[src/ced_pkg.sv]
// Shared constants, tables and types for the exception dispatch unit
package ced_pkg;

  // ==========================================================
  // Exception sources, index equals priority order
  localparam int NSRC = 18;
  localparam int SW = 5;
  localparam int S_MCD = 0;
  localparam int S_IAC = 1;
  localparam int S_MCI = 2;
  localparam int S_EDU = 3;
  localparam int S_CIN = 4;
  localparam int S_WDT = 5;
  localparam int S_ITLB = 6;
  localparam int S_ISNA = 7;
  localparam int S_ISNX = 8;
  localparam int S_PROG = 9;
  localparam int S_SC = 10;
  localparam int S_DTLB = 11;
  localparam int S_DSI = 12;
  localparam int S_ALGN = 13;
  localparam int S_DBGL = 14;
  localparam int S_EXT = 15;
  localparam int S_FIT = 16;
  localparam int S_PIT = 17;

  // ==========================================================
  // Per-source class masks
  localparam logic [NSRC-1:0] CRIT_MASK = 18'h0403F;
  localparam logic [NSRC-1:0] ESR_MASK = 18'h01B85;
  localparam logic [NSRC-1:0] DATA_FAULT_ADDRESS_REG_MASK = 18'h03800;
  localparam logic [NSRC-1:0] NEXT_MASK = 18'h00400;
  localparam logic [NSRC-1:0] ME_MASK = 18'h00005;
  localparam logic [NSRC-1:0] DE_MASK = 18'h0400A;
  localparam logic [NSRC-1:0] CE_MASK = 18'h00030;
  localparam logic [NSRC-1:0] EE_MASK = 18'h38000;

  // ==========================================================
  // Machine state fields
  localparam int MSR_CE = 17;
  localparam int MSR_EE = 15;
  localparam int MSR_PR = 14;
  localparam int MSR_ME = 12;
  localparam int MSR_DE = 9;
  localparam logic [31:0] MSR_RST = 32'h00000000;
  localparam logic [31:0] MSR_CLR_ALL = 32'h0000C030;
  localparam logic [31:0] MSR_CLR_CRIT = 32'h00020200;
  localparam logic [31:0] MSR_CLR_MCHK = 32'h00001000;
  localparam logic [31:0] ESR_PPR = 32'h08000000;
  localparam logic [31:0] VPB_MASK = 32'hFFFF0000;
  localparam logic [31:0] REG_RST = 32'h00000000;

  // ==========================================================
  // Register map and bus answers
  localparam logic [7:0] A_MSR = 8'h00;
  localparam logic [7:0] A_VPB = 8'h04;
  localparam logic [7:0] A_NRA = 8'h08;
  localparam logic [7:0] A_NSS = 8'h0C;
  localparam logic [7:0] A_CRA = 8'h10;
  localparam logic [7:0] A_CSS = 8'h14;
  localparam logic [7:0] A_ESR = 8'h18;
  localparam logic [7:0] A_DFA = 8'h1C;
  localparam logic [7:0] A_STAT = 8'h20;
  localparam logic [1:0] RESP_OKAY = 2'h0;
  localparam logic [1:0] RESP_SLVERR = 2'h2;

  // ==========================================================
  // Types
  typedef enum {ST_IDLE, ST_SYNC, ST_RWAIT} ced_state_t;

  typedef struct packed {
    logic [NSRC-1:0] req;
    logic [31:0] cur_pc;
    logic [31:0] next_pc;
    logic [31:0] syndrome;
    logic [31:0] fault_addr;
  } ced_exc_t;

  typedef struct packed {
    logic valid;
    logic crit;
    logic [31:0] pc;
  } ced_redir_t;

  // ==========================================================
  // Vector offsets
  function automatic logic [15:0] vec_off(input logic [SW-1:0] s);
    case (s)
      5'h00, 5'h02: vec_off = 16'h0200;
      5'h01, 5'h03, 5'h0E: vec_off = 16'h2000;
      5'h04: vec_off = 16'h0100;
      5'h05: vec_off = 16'h1020;
      5'h06: vec_off = 16'h1200;
      5'h07, 5'h08: vec_off = 16'h0400;
      5'h09: vec_off = 16'h0700;
      5'h0A: vec_off = 16'h0C00;
      5'h0B: vec_off = 16'h1100;
      5'h0C: vec_off = 16'h0300;
      5'h0D: vec_off = 16'h0600;
      5'h0F: vec_off = 16'h0500;
      5'h10: vec_off = 16'h1010;
      default: vec_off = 16'h1000;
    endcase
  endfunction

  // Byte-lane merge of a bus write
  function automatic logic [31:0] merge(input logic [31:0] old, input logic [31:0] d,
                                        input logic [3:0] strb);
    logic [31:0] m;
    m = {{8{strb[3]}}, {8{strb[2]}}, {8{strb[1]}}, {8{strb[0]}}};
    merge = (old & ~m) | (d & m);
  endfunction

endpackage

[src/ced_prio.sv]
// Fixed-priority selector over the exception sources
`timescale 1ns/1ns
module ced_prio
  import ced_pkg::*;
(
  // Requests, bit 0 highest
  input wire logic [NSRC-1:0] req,
  // Selection
  output logic [NSRC-1:0] grant,
  output logic [SW-1:0] idx,
  output logic any
);

  // ==========================================================
  // Priority chain
  logic [NSRC:0] seen;
  assign seen[0] = 1'b0;

  for (genvar i = 0; i < NSRC; i++) begin : g_bit
    assign grant[i] = req[i] & ~seen[i];
    assign seen[i+1] = seen[i] | req[i];
  end

  assign any = seen[NSRC];

  // ==========================================================
  // Index encode
  always_comb begin
    idx = '0;
    for (int i = 0; i < NSRC; i++) begin
      if (grant[i]) begin
        idx = SW'(i);
      end
    end
  end

endmodule

[src/ced_core.sv]
// Exception dispatch and return unit with its register file
// Function
// - Critical: critical input, bus-error machine checks, watchdog, debug; others noncritical.
// - Critical before noncritical, except low-priority debug events.
// - Entry saves return address in critical or noncritical return register.
// - Entry copies machine state to critical or noncritical saved-state register.
// - Critical entry never overwrites noncritical saved pair.
// - Return address is excepting or next instruction, per exception.
// - Syndrome updated only for machine check, storage, program, data TLB miss.
// - Fault address updated only for data storage, alignment, data TLB miss.
// - Entry forces privileged real mode and masks interrupts per exception.
// - Entry is context synchronizing under the new machine state.
// - Handler address is 64KB-aligned prefix base plus vector offset.
// - Both returns privileged; each serves its own handler class.
// - Return waits until earlier instructions completed and cannot except.
// - Noncritical return restores state, synchronizes, fetches noncritical return address.
// - Exceptions taken one at a time in fixed order.
// - Enabled lower-priority interrupt goes before masked higher-priority one.
// - Priorities one to six: data check, address compare, fetch check, debug, input, watchdog.
// - Then instruction TLB miss, no-access, non-executable or guarded storage.
// - Offsets 0x0100 critical input, 0x1020 watchdog, 0x2000 debug.
// - Lowest: external input, fixed-interval timer, programmable-interval timer.
//
// Design decisions made here: the address map and the AXI4-Lite register port.
`timescale 1ns/1ns
module ced_core
  import ced_pkg::*;
(
  // Clock and reset
  input wire logic aclk,
  input wire logic aresetn,
  // Exception requests
  input wire ced_exc_t exc_in,
  input wire logic crit_irq_pin,
  input wire logic ext_irq_pin,
  // Return instructions
  input wire logic ret_req,
  input wire logic ret_crit,
  input wire logic pipe_drained,
  // Pipeline control
  output logic [NSRC-1:0] exc_ack,
  output ced_redir_t redirect,
  output logic [31:0] msr_out,
  // AXI4-Lite write
  input wire logic [7:0] s_axi_awaddr,
  input wire logic s_axi_awvalid,
  output logic s_axi_awready,
  input wire logic [31:0] s_axi_wdata,
  input wire logic [3:0] s_axi_wstrb,
  input wire logic s_axi_wvalid,
  output logic s_axi_wready,
  output logic [1:0] s_axi_bresp,
  output logic s_axi_bvalid,
  input wire logic s_axi_bready,
  // AXI4-Lite read
  input wire logic [7:0] s_axi_araddr,
  input wire logic s_axi_arvalid,
  output logic s_axi_arready,
  output logic [31:0] s_axi_rdata,
  output logic [1:0] s_axi_rresp,
  output logic s_axi_rvalid,
  input wire logic s_axi_rready
);

  // ==========================================================
  // State
  ced_state_t state_r, state_nxt;
  logic crit_s1_r, crit_s2_r, ext_s1_r, ext_s2_r;
  logic priv_pend_r, retc_r, last_crit_r;
  logic [SW-1:0] last_src_r;
  logic [31:0] msr_r, vpb_r, ncrit_ret_r, ncrit_state_r;
  logic [31:0] crit_ret_r, crit_state_r, esr_r, dfa_r;
  logic [NSRC-1:0] ack_r;
  ced_redir_t redir_r;
  logic aw_full_r, w_full_r, awready_r, wready_r, bvalid_r;
  logic [7:0] awaddr_r;
  logic [31:0] wdata_r;
  logic [3:0] wstrb_r;
  logic [1:0] bresp_r, rresp_r;
  logic arready_r, rvalid_r;
  logic [31:0] rdata_r;

  // ==========================================================
  // Pin synchronisers
  always_ff @(posedge aclk) begin
    if (!aresetn) begin
      crit_s1_r <= 1'b0;
      crit_s2_r <= 1'b0;
      ext_s1_r <= 1'b0;
      ext_s2_r <= 1'b0;
    end else begin
      crit_s1_r <= crit_irq_pin;
      crit_s2_r <= crit_s1_r;
      ext_s1_r <= ext_irq_pin;
      ext_s2_r <= ext_s1_r;
    end
  end

  // ==========================================================
  // Pending, enable and selection
  wire [NSRC-1:0] one = {{(NSRC-1){1'b0}}, 1'b1};
  wire [NSRC-1:0] pin_bits = (one << S_CIN) | (one << S_EXT);
  wire [NSRC-1:0] pin_req = ({{(NSRC-1){1'b0}}, crit_s2_r} << S_CIN)
                          | ({{(NSRC-1){1'b0}}, ext_s2_r} << S_EXT);
  wire [NSRC-1:0] priv_req = {{(NSRC-1){1'b0}}, priv_pend_r} << S_PROG;
  wire [NSRC-1:0] req_all = (exc_in.req & ~pin_bits) | pin_req | priv_req;
  wire [NSRC-1:0] en_mask = ~((ME_MASK & {NSRC{~msr_r[MSR_ME]}})
                            | (DE_MASK & {NSRC{~msr_r[MSR_DE]}})
                            | (CE_MASK & {NSRC{~msr_r[MSR_CE]}})
                            | (EE_MASK & {NSRC{~msr_r[MSR_EE]}}));
  wire [NSRC-1:0] live = req_all & en_mask;
  logic [NSRC-1:0] grant;
  logic [SW-1:0] sel;
  logic any_en;

  ced_prio u_prio (
    .req(live),
    .grant(grant),
    .idx(sel),
    .any(any_en)
  );

  wire take = any_en && (state_r != ST_SYNC);
  wire sel_crit = |(grant & CRIT_MASK);
  wire sel_esr = |(grant & ESR_MASK);
  wire sel_dfa = |(grant & DATA_FAULT_ADDRESS_REG_MASK);
  wire sel_next = |(grant & NEXT_MASK);
  wire sel_mchk = |(grant & ME_MASK);
  wire [31:0] ret_pc = sel_next ? exc_in.next_pc : exc_in.cur_pc;
  wire [31:0] vec_pc = (vpb_r & VPB_MASK) + {16'h0000, vec_off(sel)};
  wire [31:0] msr_clr = MSR_CLR_ALL | (sel_crit ? MSR_CLR_CRIT : REG_RST)
                      | (sel_mchk ? MSR_CLR_MCHK : REG_RST);
  wire [31:0] new_msr = msr_r & ~msr_clr;
  wire [31:0] esr_in = exc_in.syndrome | ((priv_pend_r && grant[S_PROG]) ? ESR_PPR : REG_RST);

  // ==========================================================
  // Return instructions
  wire idle_ret = (state_r == ST_IDLE) && ret_req && !any_en;
  wire priv_fault = idle_ret && msr_r[MSR_PR];
  wire ret_start = idle_ret && !msr_r[MSR_PR];
  wire ret_go = (state_r == ST_RWAIT) && pipe_drained && !any_en;
  wire [31:0] ret_msr = retc_r ? crit_state_r : ncrit_state_r;
  wire [31:0] ret_tgt = retc_r ? crit_ret_r : ncrit_ret_r;

  // ==========================================================
  // Sequencer
  always_comb begin
    state_nxt = state_r;
    case (state_r)
      ST_IDLE: begin
        if (take) begin
          state_nxt = ST_SYNC;
        end else if (ret_start) begin
          state_nxt = ST_RWAIT;
        end
      end
      ST_RWAIT: begin
        if (take || ret_go) begin
          state_nxt = ST_SYNC;
        end
      end
      ST_SYNC: state_nxt = ST_IDLE;
      default: state_nxt = ST_IDLE;
    endcase
  end

  always_ff @(posedge aclk) begin
    if (!aresetn) begin
      state_r <= ST_IDLE;
      retc_r <= 1'b0;
      priv_pend_r <= 1'b0;
    end else begin
      state_r <= state_nxt;
      if (ret_start) begin
        retc_r <= ret_crit;
      end
      if (priv_fault) begin
        priv_pend_r <= 1'b1;
      end else if (take && grant[S_PROG]) begin
        priv_pend_r <= 1'b0;
      end
    end
  end

  // ==========================================================
  // Pipeline outputs
  always_ff @(posedge aclk) begin
    if (!aresetn) begin
      ack_r <= '0;
      redir_r <= '0;
      last_src_r <= '0;
      last_crit_r <= 1'b0;
    end else begin
      ack_r <= take ? grant : '0;
      redir_r.valid <= take || ret_go;
      redir_r.crit <= take ? sel_crit : retc_r;
      redir_r.pc <= take ? vec_pc : ret_tgt;
      if (take) begin
        last_src_r <= sel;
        last_crit_r <= sel_crit;
      end
    end
  end

  // ==========================================================
  // Bus write channel
  wire aw_fire = s_axi_awvalid && awready_r;
  wire w_fire = s_axi_wvalid && wready_r;
  wire wr_do = aw_full_r && w_full_r && !bvalid_r;
  wire aw_full_nxt = !wr_do && (aw_full_r || aw_fire);
  wire w_full_nxt = !wr_do && (w_full_r || w_fire);
  wire wr_msr = wr_do && (awaddr_r == A_MSR);
  wire wr_vpb = wr_do && (awaddr_r == A_VPB);
  wire wr_nra = wr_do && (awaddr_r == A_NRA);
  wire wr_nss = wr_do && (awaddr_r == A_NSS);
  wire wr_cra = wr_do && (awaddr_r == A_CRA);
  wire wr_css = wr_do && (awaddr_r == A_CSS);
  wire wr_esr = wr_do && (awaddr_r == A_ESR);
  wire wr_dfa = wr_do && (awaddr_r == A_DFA);
  wire wr_hit = wr_msr || wr_vpb || wr_nra || wr_nss || wr_cra || wr_css
              || wr_esr || wr_dfa;

  always_ff @(posedge aclk) begin
    if (!aresetn) begin
      aw_full_r <= 1'b0;
      w_full_r <= 1'b0;
      awready_r <= 1'b0;
      wready_r <= 1'b0;
      bvalid_r <= 1'b0;
      bresp_r <= RESP_OKAY;
      awaddr_r <= '0;
      wdata_r <= REG_RST;
      wstrb_r <= '0;
    end else begin
      aw_full_r <= aw_full_nxt;
      w_full_r <= w_full_nxt;
      awready_r <= !aw_full_nxt;
      wready_r <= !w_full_nxt;
      if (aw_fire) begin
        awaddr_r <= s_axi_awaddr;
      end
      if (w_fire) begin
        wdata_r <= s_axi_wdata;
        wstrb_r <= s_axi_wstrb;
      end
      if (wr_do) begin
        bvalid_r <= 1'b1;
        bresp_r <= wr_hit ? RESP_OKAY : RESP_SLVERR;
      end else if (s_axi_bready) begin
        bvalid_r <= 1'b0;
      end
    end
  end

  // ==========================================================
  // Architected registers, hardware update wins over software
  always_ff @(posedge aclk) begin
    if (!aresetn) begin
      msr_r <= MSR_RST;
      vpb_r <= REG_RST;
    end else begin
      if (take) begin
        msr_r <= new_msr;
      end else if (ret_go) begin
        msr_r <= ret_msr;
      end else if (wr_msr) begin
        msr_r <= merge(msr_r, wdata_r, wstrb_r);
      end
      if (wr_vpb) begin
        vpb_r <= merge(vpb_r, wdata_r, wstrb_r) & VPB_MASK;
      end
    end
  end

  always_ff @(posedge aclk) begin
    if (!aresetn) begin
      ncrit_ret_r <= REG_RST;
      ncrit_state_r <= REG_RST;
    end else begin
      if (take && !sel_crit) begin
        ncrit_ret_r <= ret_pc;
        ncrit_state_r <= msr_r;
      end else begin
        if (wr_nra) begin
          ncrit_ret_r <= merge(ncrit_ret_r, wdata_r, wstrb_r);
        end
        if (wr_nss) begin
          ncrit_state_r <= merge(ncrit_state_r, wdata_r, wstrb_r);
        end
      end
    end
  end

  always_ff @(posedge aclk) begin
    if (!aresetn) begin
      crit_ret_r <= REG_RST;
      crit_state_r <= REG_RST;
    end else begin
      if (take && sel_crit) begin
        crit_ret_r <= ret_pc;
        crit_state_r <= msr_r;
      end else begin
        if (wr_cra) begin
          crit_ret_r <= merge(crit_ret_r, wdata_r, wstrb_r);
        end
        if (wr_css) begin
          crit_state_r <= merge(crit_state_r, wdata_r, wstrb_r);
        end
      end
    end
  end

  always_ff @(posedge aclk) begin
    if (!aresetn) begin
      esr_r <= REG_RST;
      dfa_r <= REG_RST;
    end else begin
      if (take && sel_esr) begin
        esr_r <= esr_in;
      end else if (wr_esr) begin
        esr_r <= merge(esr_r, wdata_r, wstrb_r);
      end
      if (take && sel_dfa) begin
        dfa_r <= exc_in.fault_addr;
      end else if (wr_dfa) begin
        dfa_r <= merge(dfa_r, wdata_r, wstrb_r);
      end
    end
  end

  // ==========================================================
  // Bus read channel
  wire ar_fire = s_axi_arvalid && arready_r;
  wire rvalid_nxt = ar_fire || (rvalid_r && !s_axi_rready);
  wire [31:0] stat_val = {25'h0000000, last_crit_r, state_r == ST_RWAIT, last_src_r};
  logic [31:0] rd_val;
  logic rd_hit;

  always_comb begin
    rd_hit = 1'b1;
    case (s_axi_araddr)
      A_MSR: rd_val = msr_r;
      A_VPB: rd_val = vpb_r;
      A_NRA: rd_val = ncrit_ret_r;
      A_NSS: rd_val = ncrit_state_r;
      A_CRA: rd_val = crit_ret_r;
      A_CSS: rd_val = crit_state_r;
      A_ESR: rd_val = esr_r;
      A_DFA: rd_val = dfa_r;
      A_STAT: rd_val = stat_val;
      default: begin
        rd_val = REG_RST;
        rd_hit = 1'b0;
      end
    endcase
  end

  always_ff @(posedge aclk) begin
    if (!aresetn) begin
      arready_r <= 1'b0;
      rvalid_r <= 1'b0;
      rdata_r <= REG_RST;
      rresp_r <= RESP_OKAY;
    end else begin
      arready_r <= !rvalid_nxt;
      rvalid_r <= rvalid_nxt;
      if (ar_fire) begin
        rdata_r <= rd_val;
        rresp_r <= rd_hit ? RESP_OKAY : RESP_SLVERR;
      end
    end
  end

  // ==========================================================
  // Output assignments
  assign exc_ack = ack_r;
  assign redirect = redir_r;
  assign msr_out = msr_r;
  assign s_axi_awready = awready_r;
  assign s_axi_wready = wready_r;
  assign s_axi_bvalid = bvalid_r;
  assign s_axi_bresp = bresp_r;
  assign s_axi_arready = arready_r;
  assign s_axi_rvalid = rvalid_r;
  assign s_axi_rdata = rdata_r;
  assign s_axi_rresp = rresp_r;
endmodule

[config.mk]
export PLATFORM = sky130hd
export DESIGN_NAME = ced_core
export DESIGN_NICKNAME = d
export VERILOG_FILES = /design/src/ced_pkg.sv /design/src/ced_prio.sv /design/src/ced_core.sv
export SDC_FILE = /design/constraint.sdc
export NUM_CORES = 1
export LEC_CHECK = 0
export BUFFER_PORTS_ARGS = -buffer_cell sky130_fd_sc_hd__buf_2
export CAP_MARGIN = 20
export CORE_ASPECT_RATIO = 0.7
export CORE_MARGIN = 2
export CORE_UTILIZATION = 45
export DETAILED_ROUTE_END_ITERATION = 16
export PLACE_DENSITY = 0.66
export SLEW_MARGIN = 20
export SYNTH_ARGS = -nofsm -noshare
export SYNTH_HDL_FRONTEND = slang
export SYNTH_HIERARCHICAL = 1
export SYNTH_SLANG_ARGS = --single-unit
[constraint.sdc]
create_clock -name aclk -period 3.3 [get_ports aclk]
set_clock_uncertainty 0.1 [all_clocks]
set_input_delay 0.33 -clock aclk [delete_from_list [all_inputs] [get_ports aclk]]
set_output_delay 0.33 -clock aclk [all_outputs]
set_load 0.1 [all_outputs]
Word-level counts from Yosys, hierarchy flattened
Memories as Yosys holds them, arrays and structs flattened.
Index checks and enable logic that the tools add are counted.
Widths: inputs -> output; s select.
{ "totals": {"memories": 1, "out_inout_bits": 125, "reg_bits": 423, "romBits": 256, "input_bits": 210, "word_cells": 262} }
{ "mem_list": {"columns": ["memory", "depth", "word_bits", "rd", "rd_clocked_by_memory_dff", "write_ports", "line_no", "text"], "rows": [
  ["(no name shown)", 32, 8, 1, 0, 0, "ced_pkg.sv:88", "case (s)"]
]} }
{ "classes": {"reduce_logical": 69, "eq_ne": 20, "bitwise_logic": 85, "addsub": 1, "muxes": 52} }
{ "ops": {"columns": ["operator", "count"], "rows": [
  ["$mux 32", 22],
  ["$and 32x32->32", 10],
  ["$pmux 32 s9", 1],
  ["$or 32x32->32", 8],
  ["$mux 5", 16],
  ["$eq 8x5->1 const B", 8],
  ["$logic_not 32->1", 2],
  ["$pmux 32 s2", 1],
  ["$add 32x16->32", 1],
  ["$eq 32x2->1 const B", 1],
  ["$eq 32x3->1 const B", 1],
  ["$eq 8x4->1 const B", 4],
  ["$ne 32x2->1 const B", 1],
  ["$not 18->32", 1],
  ["$not 32->32", 1],
  ["$or 32x28->32", 1],
  ["$logic_and 1x1->1", 29],
  ["$mux 28", 1],
  ["$not 1->1", 21],
  ["$and 18x18->18", 1],
  ["$mux 18", 1],
  ["$not 18->18", 1],
  ["$or 15x18->18", 1],
  ["$or 18x10->18", 1],
  ["other kinds (24)", 92]
]} }

Logic depth before layout (Yosys ltp)
Gate-level depths: netlist (run 1).
{ "logic_depth": {"depth_word": 29, "ltp_mapped": 12, "depth_no_buf": 10} }

Modules after synthesis
Netlist (run 1), hierarchy kept.
{ "by_module_without_submodules": {"columns": ["module", "n_inst", "seq_area_each_um2", "area_per_inst_um2", "cells_each"], "rows": [
  ["ced_core", 1, 7827.5, 19457.4, 2242],
  ["ced_prio", 1, 0.0, 366.6, 58]
]} }

Least setup slack after synthesis (run 1)
No wires, ideal clock.
{ "synth_timing": {"path_type": "flip-flop to flip-flop", "startpoint": "reg with a tool-made name", "endpoint": "reg with a tool-made name", "arrival_ns": 3.172, "path_stages_with_launch": 11, "path_buffers": 2, "t_required_ns": 3.084, "path_slack_ns": -0.088, "period_less_slack_ns": 3.388, "setup_ns": 0.116, "path_cell_list": "dfxtp_1 > and2_1 > nor4_4 > nand3_2 > or3_4 > nor2_1 > clkbuf_1 > clkbuf_1 > mux2i_1 > nand2_1 > and3_1"} }

==> results of run 1 <==
power by group through the flow:
stage	combinational, uW	clock, uW	sequential (uW)
2_1_floorplan	654	0	5280
3_5_place_dp	1310	0	5170
5_1_grt	1490	5060	5090
4_1_cts	1380	4880	5060
6_report	1410	4850	5080
3_3_place_gp	1290	0	5160
layer usage:
metal  global-route usage (%)  vias up  routed length [microns]
met5                     1.48        -                      108
met1                     53.2     9592                    37100
met4                     8.14        4                     1990
li1                         -     9044                        -
met2                     46.6     1278                    31900
met3                     16.3      126                    13400
Yosys cell counts, types with 23 or more instances:
cell         n  area share [%]
mux2i_1    222              11
o21ai_0    154             3.9
and2_1      60             1.9
clkbuf_1   109             2.1
nor3_2      24             1.2
buf_2       46             1.2
dfxtp_1    391              39
a221oi_2    23             1.7
o2111ai_1   23             1.0
mux2_2      29             1.6
nor3_1      30            0.76
a31oi_1     24            0.76
and3_1      33             1.0
a21oi_1    168             4.2
nor2_1     247             4.7
a211oi_1   120             4.5
a221oi_1    26             1.1
o22ai_1     29            0.92
nand2_1    297             5.6
how the worst min path moves through the flow:
stage	depth (start not counted)	to	slack, ps
6_report	3	flip-flop	6
5_1_grt	3	flip-flop	20
3_5_place_dp	1	ext_s2_r$_SDFF_PN0_	330
4_1_cts	3	flip-flop	2
2_1_floorplan	1	crit_s2_r$_SDFF_PN0_	310
3_3_place_gp	1	ext_s2_r$_SDFF_PN0_	310
layout make-up:
cell class	instances	area, sq um
Timing Repair Buffer	478	3110
Clock inverter	16	176
Inverter	16	65.1
Multi-Input combinational cell	1704	11100
Tap cell	594	743
Fill cell	4020	19300
Clock buffer	60	1210
Sequential cell	391	7830
per-stage QoR:
step | worst slack [ps] | total power, uW | hold slack [ps] | area (sq um) | cells
3_3_place_gp | 188 | 6450 | 314 | 22200 | 3114
5_1_grt | 24.5 | 11600 | 15.3 | 24300 | 3259
3_5_place_dp | 124 | 6480 | 325 | 22200 | 3114
6_report | 170 | 11300 | 6.02 | 24300 | 3259
4_1_cts | 136 | 11300 | 1.96 | 24200 | 3258
2_1_floorplan | 48.7 | 5940 | 312 | 19800 | 2301
cells by family after synthesis:
family | after synthesis | synth area share [%]
simple gates | 790 | 19.7
compound gates | 647 | 21.8
flops | 391 | 39.5
mux | 260 | 13.9
buf+inv | 206 | 4.86
fa+ha+maj | 5 | 0.316
other cells | 1 | 0.0189
timing repair:
| item | 4_1_cts | 5_1_grt |
|---|---|---|
| hold buffers | 68 | 0 |
| buffers inserted | 0 | 1 |
| resized for setup | 0 | 2 |
| endpoints found under the setup margin | 0 | 29 |
| hold endpoints to repair | 68 | 0 |
critical path: cells and delay by family, from the launching register on:
kind                   cells  cell delay [ps]
buffers and inverters      1              210
AOI/OAI and AO/OA          3              720
DFF                        1              400
and+or+nand+nor            6             1530
==> results.toml, run 1 <==
[run_status]
status = "finished clean"

[critical_path]
r2r_setup_slack_ps = 170
required_ps = 3660
cp_slowest_stage_delay_ps = 410
path_cells = "and2_1, nor4_4, nand3_2, or3_4, nor3_2, o311ai_2, buf_12, o21ai_4, nor2_1, a211oi_1"
cp-start-kind = "flip-flop"
crit_arrival_ps = 3490
crit_path_end_kind = "flip-flop"
r2r_cells = 10
critPathKind = "flip-flop to flip-flop"
path_max_fanout = 36
critPathSlowestCell = "or3_4"

[layout]
syn2layout_area_growth_pct = 22.3
nNetsFinal = 2848
layout.cells.most_common_list = "388 x dfxtp_1, 328 x buf_2, 296 x nand2_1, 244 x nor2_1, 222 x mux2i_1"
drive_gt1_share_pct = 23.2
mostFrequentLayoutCell = "dfxtp_1"
fin_util_pct = 55.7
n_antenna_cell = 0

[power_and_ir_drop]
ir_drop_mv = 0.335
power_frac_clock_pct = 42.8
pwr-share-comb_pct = 12.4
p_sw_uw = 3190
power.internal_uw = 8160
power_frac_seq_pct = 44.8
switching_share_pct = 28.1
p_leak_uw = 0.00980
power_density_nw_per_um2 = 468

[cts]
cts_tree = "yes"
cts-root-buf = "clkbuf_16"
clkSlewWorstSetupHoldPaths_ps = 60
cts_max_level = 2
clock_path_buffers = 3
cts.sink_count = 391
cts_buffers = 42
clock_latency_ps = 570

[logic_synthesis]
syn_area_per_cell_sq_um = 8.62
synth_flop_cell = "dfxtp_1"
synth.distinct_cells = 77
async_reset_ff_share_pct = 0
synth-edff-count = 0
ys_warn_count = 6
synth-seq-cells = 391
yosysSeqAreaShare_pct = 39.5
synthCells = 2300
synth_area_sq_um = 19800

[routing]
drcViolationCount = 0
dr.pass1.iters = 6
wl_per_cell_microns = 25.9
drtAntennaViolNets = 0
routed_via_density = 6.15
vias = 20000
drtIter0Drc = 2711
wl_microns = 84400

[timing]
rsz0062_at_grt = "no"
hold_viol_final = 0
max_freq_mhz = 319
totalNegativeSetupSlack_ps = 0
fin_crit_sh_pct = 94.8
setup_viol = 0
min_period_ps = 3130
tightestPinTransition_ps = 1070
maxSlewHeadroom_pct = 27.4
finalMaxSlewViolations = 0

[floorplanning]
dieArea_sq_um = 45800
num_rows = 64
initial_utilization_pct = 45.5
io_pins = 335
die_h_microns = 180
core-area_sq_um = 43600
die_x_microns = 255

[grt]
grt_max_degree = 177
antenna_found_initial = 1
grt_pass1_wl_microns = 123000
grt_pass1_vias = 18700
grt.total_usage_pct = 36.0
grt_overflow_total = 0

[hold_path]
min_from = "exc_in[7]"
min_path_type = "input port to flip-flop"

[job]
drv_cap = 0

[placed_design]
portBuffers = 330
place_hpwl_microns = 61800
place.gp.congestion = 0.963
(Power assumes the default switching activity.)
==> run 2: changes to the inputs <==
- RECOVER_POWER: not set -> 100
==> results.toml, run 2 (synthesis results as in run 1) <==
[critical_path]
path_max_fanout = 31
crit_path_end_kind = "flip-flop"
critPathSlowestCell = "o31ai_1"
crit_family = "simple AND/OR/NAND/NOR gates"
crit_arrival_ps = 3460
cp_slowest_stage_delay_ps = 460
cp_num_buf_inv = 2
cp-start-kind = "flip-flop"
required_ps = 3600
critPathKind = "flip-flop to flip-flop"
path_cells = "and2_1, nor4_4, nand3_2, nor2_1, nand2_1, nor4bb_4, buf_4, buf_12, o21ai_0, o31ai_1"

[layout]
syn2layout_area_growth_pct = 20.4
fillers = 4129
drive_gt1_share_pct = 17.2
fin_area_sq_um = 23900
mostFrequentLayoutCell = "dfxtp_1"
layout.cells.most_common_list = "388 x dfxtp_1, 296 x nand2_1, 244 x nor2_1, 222 x mux2i_1, 204 x buf_2"
nNetsFinal = 2848

[timing]
hold_viol_final = 0
finalMaxSlewViolations = 206
maxSlewHeadroom_pct = -29.9
holdWs_ps = 2.23
fin_crit_sh_pct = 95.7
tightestPinTransition_ps = 1950
max_freq_mhz = 317
setup_viol = 0
setup_slack_ps = 143
rsz0062_at_grt = "no"
totalNegativeSetupSlack_ps = 0
min_period_ps = 3160

[placed_design]
portBuffers = 330
place_area_sq_um = 22200
place_hpwl_microns = 61800
place.gp.congestion = 0.963
dpl_worst_slack_ps = 124

[routing]
wl_microns = 84600
dr.pass1.iters = 7
drtAntennaViolNets = 0
vias = 20000
drtIter0Drc = 2562
wl_per_cell_microns = 26.0
routed_via_density = 6.15
drcViolationCount = 0

[job]
drv_cap = 2

[floorplanning]
die_x_microns = 255
initial_utilization_pct = 45.5
num_rows = 64
die_h_microns = 180
io_pins = 335
core-area_sq_um = 43600
dieArea_sq_um = 45800

[grt]
grt_pass1_vias = 18700
grt_pass1_wl_microns = 123000
grt_overflow_total = 0
grt_max_degree = 177
antenna_found_initial = 1
grt.total_usage_pct = 36.0

[power_and_ir_drop]
power_density_nw_per_um2 = 475
p_leak_uw = 0.00913
p_total_uw = 11300
ir_drop_mv = 0.330

[hold_path]
min_path_type = "input port to flip-flop"

[cts]
clock_path_buffers = 3
cts_tree = "yes"
clkSlewWorstSetupHoldPaths_ps = 60
cts.sink_count = 391
cts_max_level = 2
cts_buffers = 42
cts-root-buf = "clkbuf_16"
clock_latency_ps = 570

[run_status]
status = "finished with violations"
violations = "capacitance limit, slew limit"
==> run 2: cell count changes in the layout (fill, tap and decap cells not counted), sizes merged <==
cell	change
diode	+1
inv	-1
clkbuf	+138
buf	-138
clkinvlp	+1
==> run 2: through the flow <==
step / utilization (%) / cells
2_1_floorplan: - / 2301
3_5_place_dp: 50.9 / 3114
6_report: 54.8 / 3260
5_1_grt: 54.8 / 3259
4_1_cts: 55.6 / 3258
3_3_place_gp: 50.9 / 3114
==> run 2: final timing paths <==
| path | slack (ps) | to | from | depth (start not counted) |
|---|---|---|---|---|
| hold / removal | 2 | flip-flop | exc_in[7] | 3 |
| setup / recovery | 140 | flip-flop | flip-flop | 10 |
| setup reg to reg | 140 | flip-flop | flip-flop | 10 |
| hold reg to reg | 340 | crit_s2_r$_SDFF_PN0_ | crit_s1_r$_SDFF_PN0_ | 1 |
==> run 2: final cells by class <==
cell class	count	area [sq um]	share of cell area [%]
multi-input combinational	1704	10900	45.8
sequential	391	7830	32.8
timing repair buffer	478	2910	12.2
clock buffer	60	1210	5.06
tap	594	743	3.11
clock inverter	16	176	0.739
inverter	16	61.3	0.257
antenna	1	2.50	0.0105
==> run 2: timing repair <==
action	CTS	global route
gates resized for setup	0	2
endpoints found under the hold margin	68	0
setup buffers	0	1
endpoints found under the setup margin	0	29
hold buffers	68	0
==> run 2: power breakdown <==
part / leakage, uW / switching, uW / internal [uW]
registers: 0.00319 / 198 / 4890
logic: 0.00526 / 925 / 462
clock network: 0.000687 / 2070 / 2790
total: 0.00913 / 3190 / 8140
==> run 2: per-layer routing <==
metal | GRT usage, % | up-vias | wire (microns)
li1 | - | 9033 | -
met1 | 53.2 | 9546 | 36800
met2 | 46.6 | 1317 | 31900
met3 | 16.3 | 142 | 13700
met4 | 8.14 | 4 | 2070
met5 | 1.48 | - | 105
==> run 2: worst register-to-register path: stages, from the launching register on <==
cell	delay, ps
dfxtp_2	390
and2_1	240
nor4_4	390
nand3_2	200
nor2_1	180
nand2_1	160
nor4bb_4	300
buf_4	180
buf_12	210
o21ai_0	190
o31ai_1	460
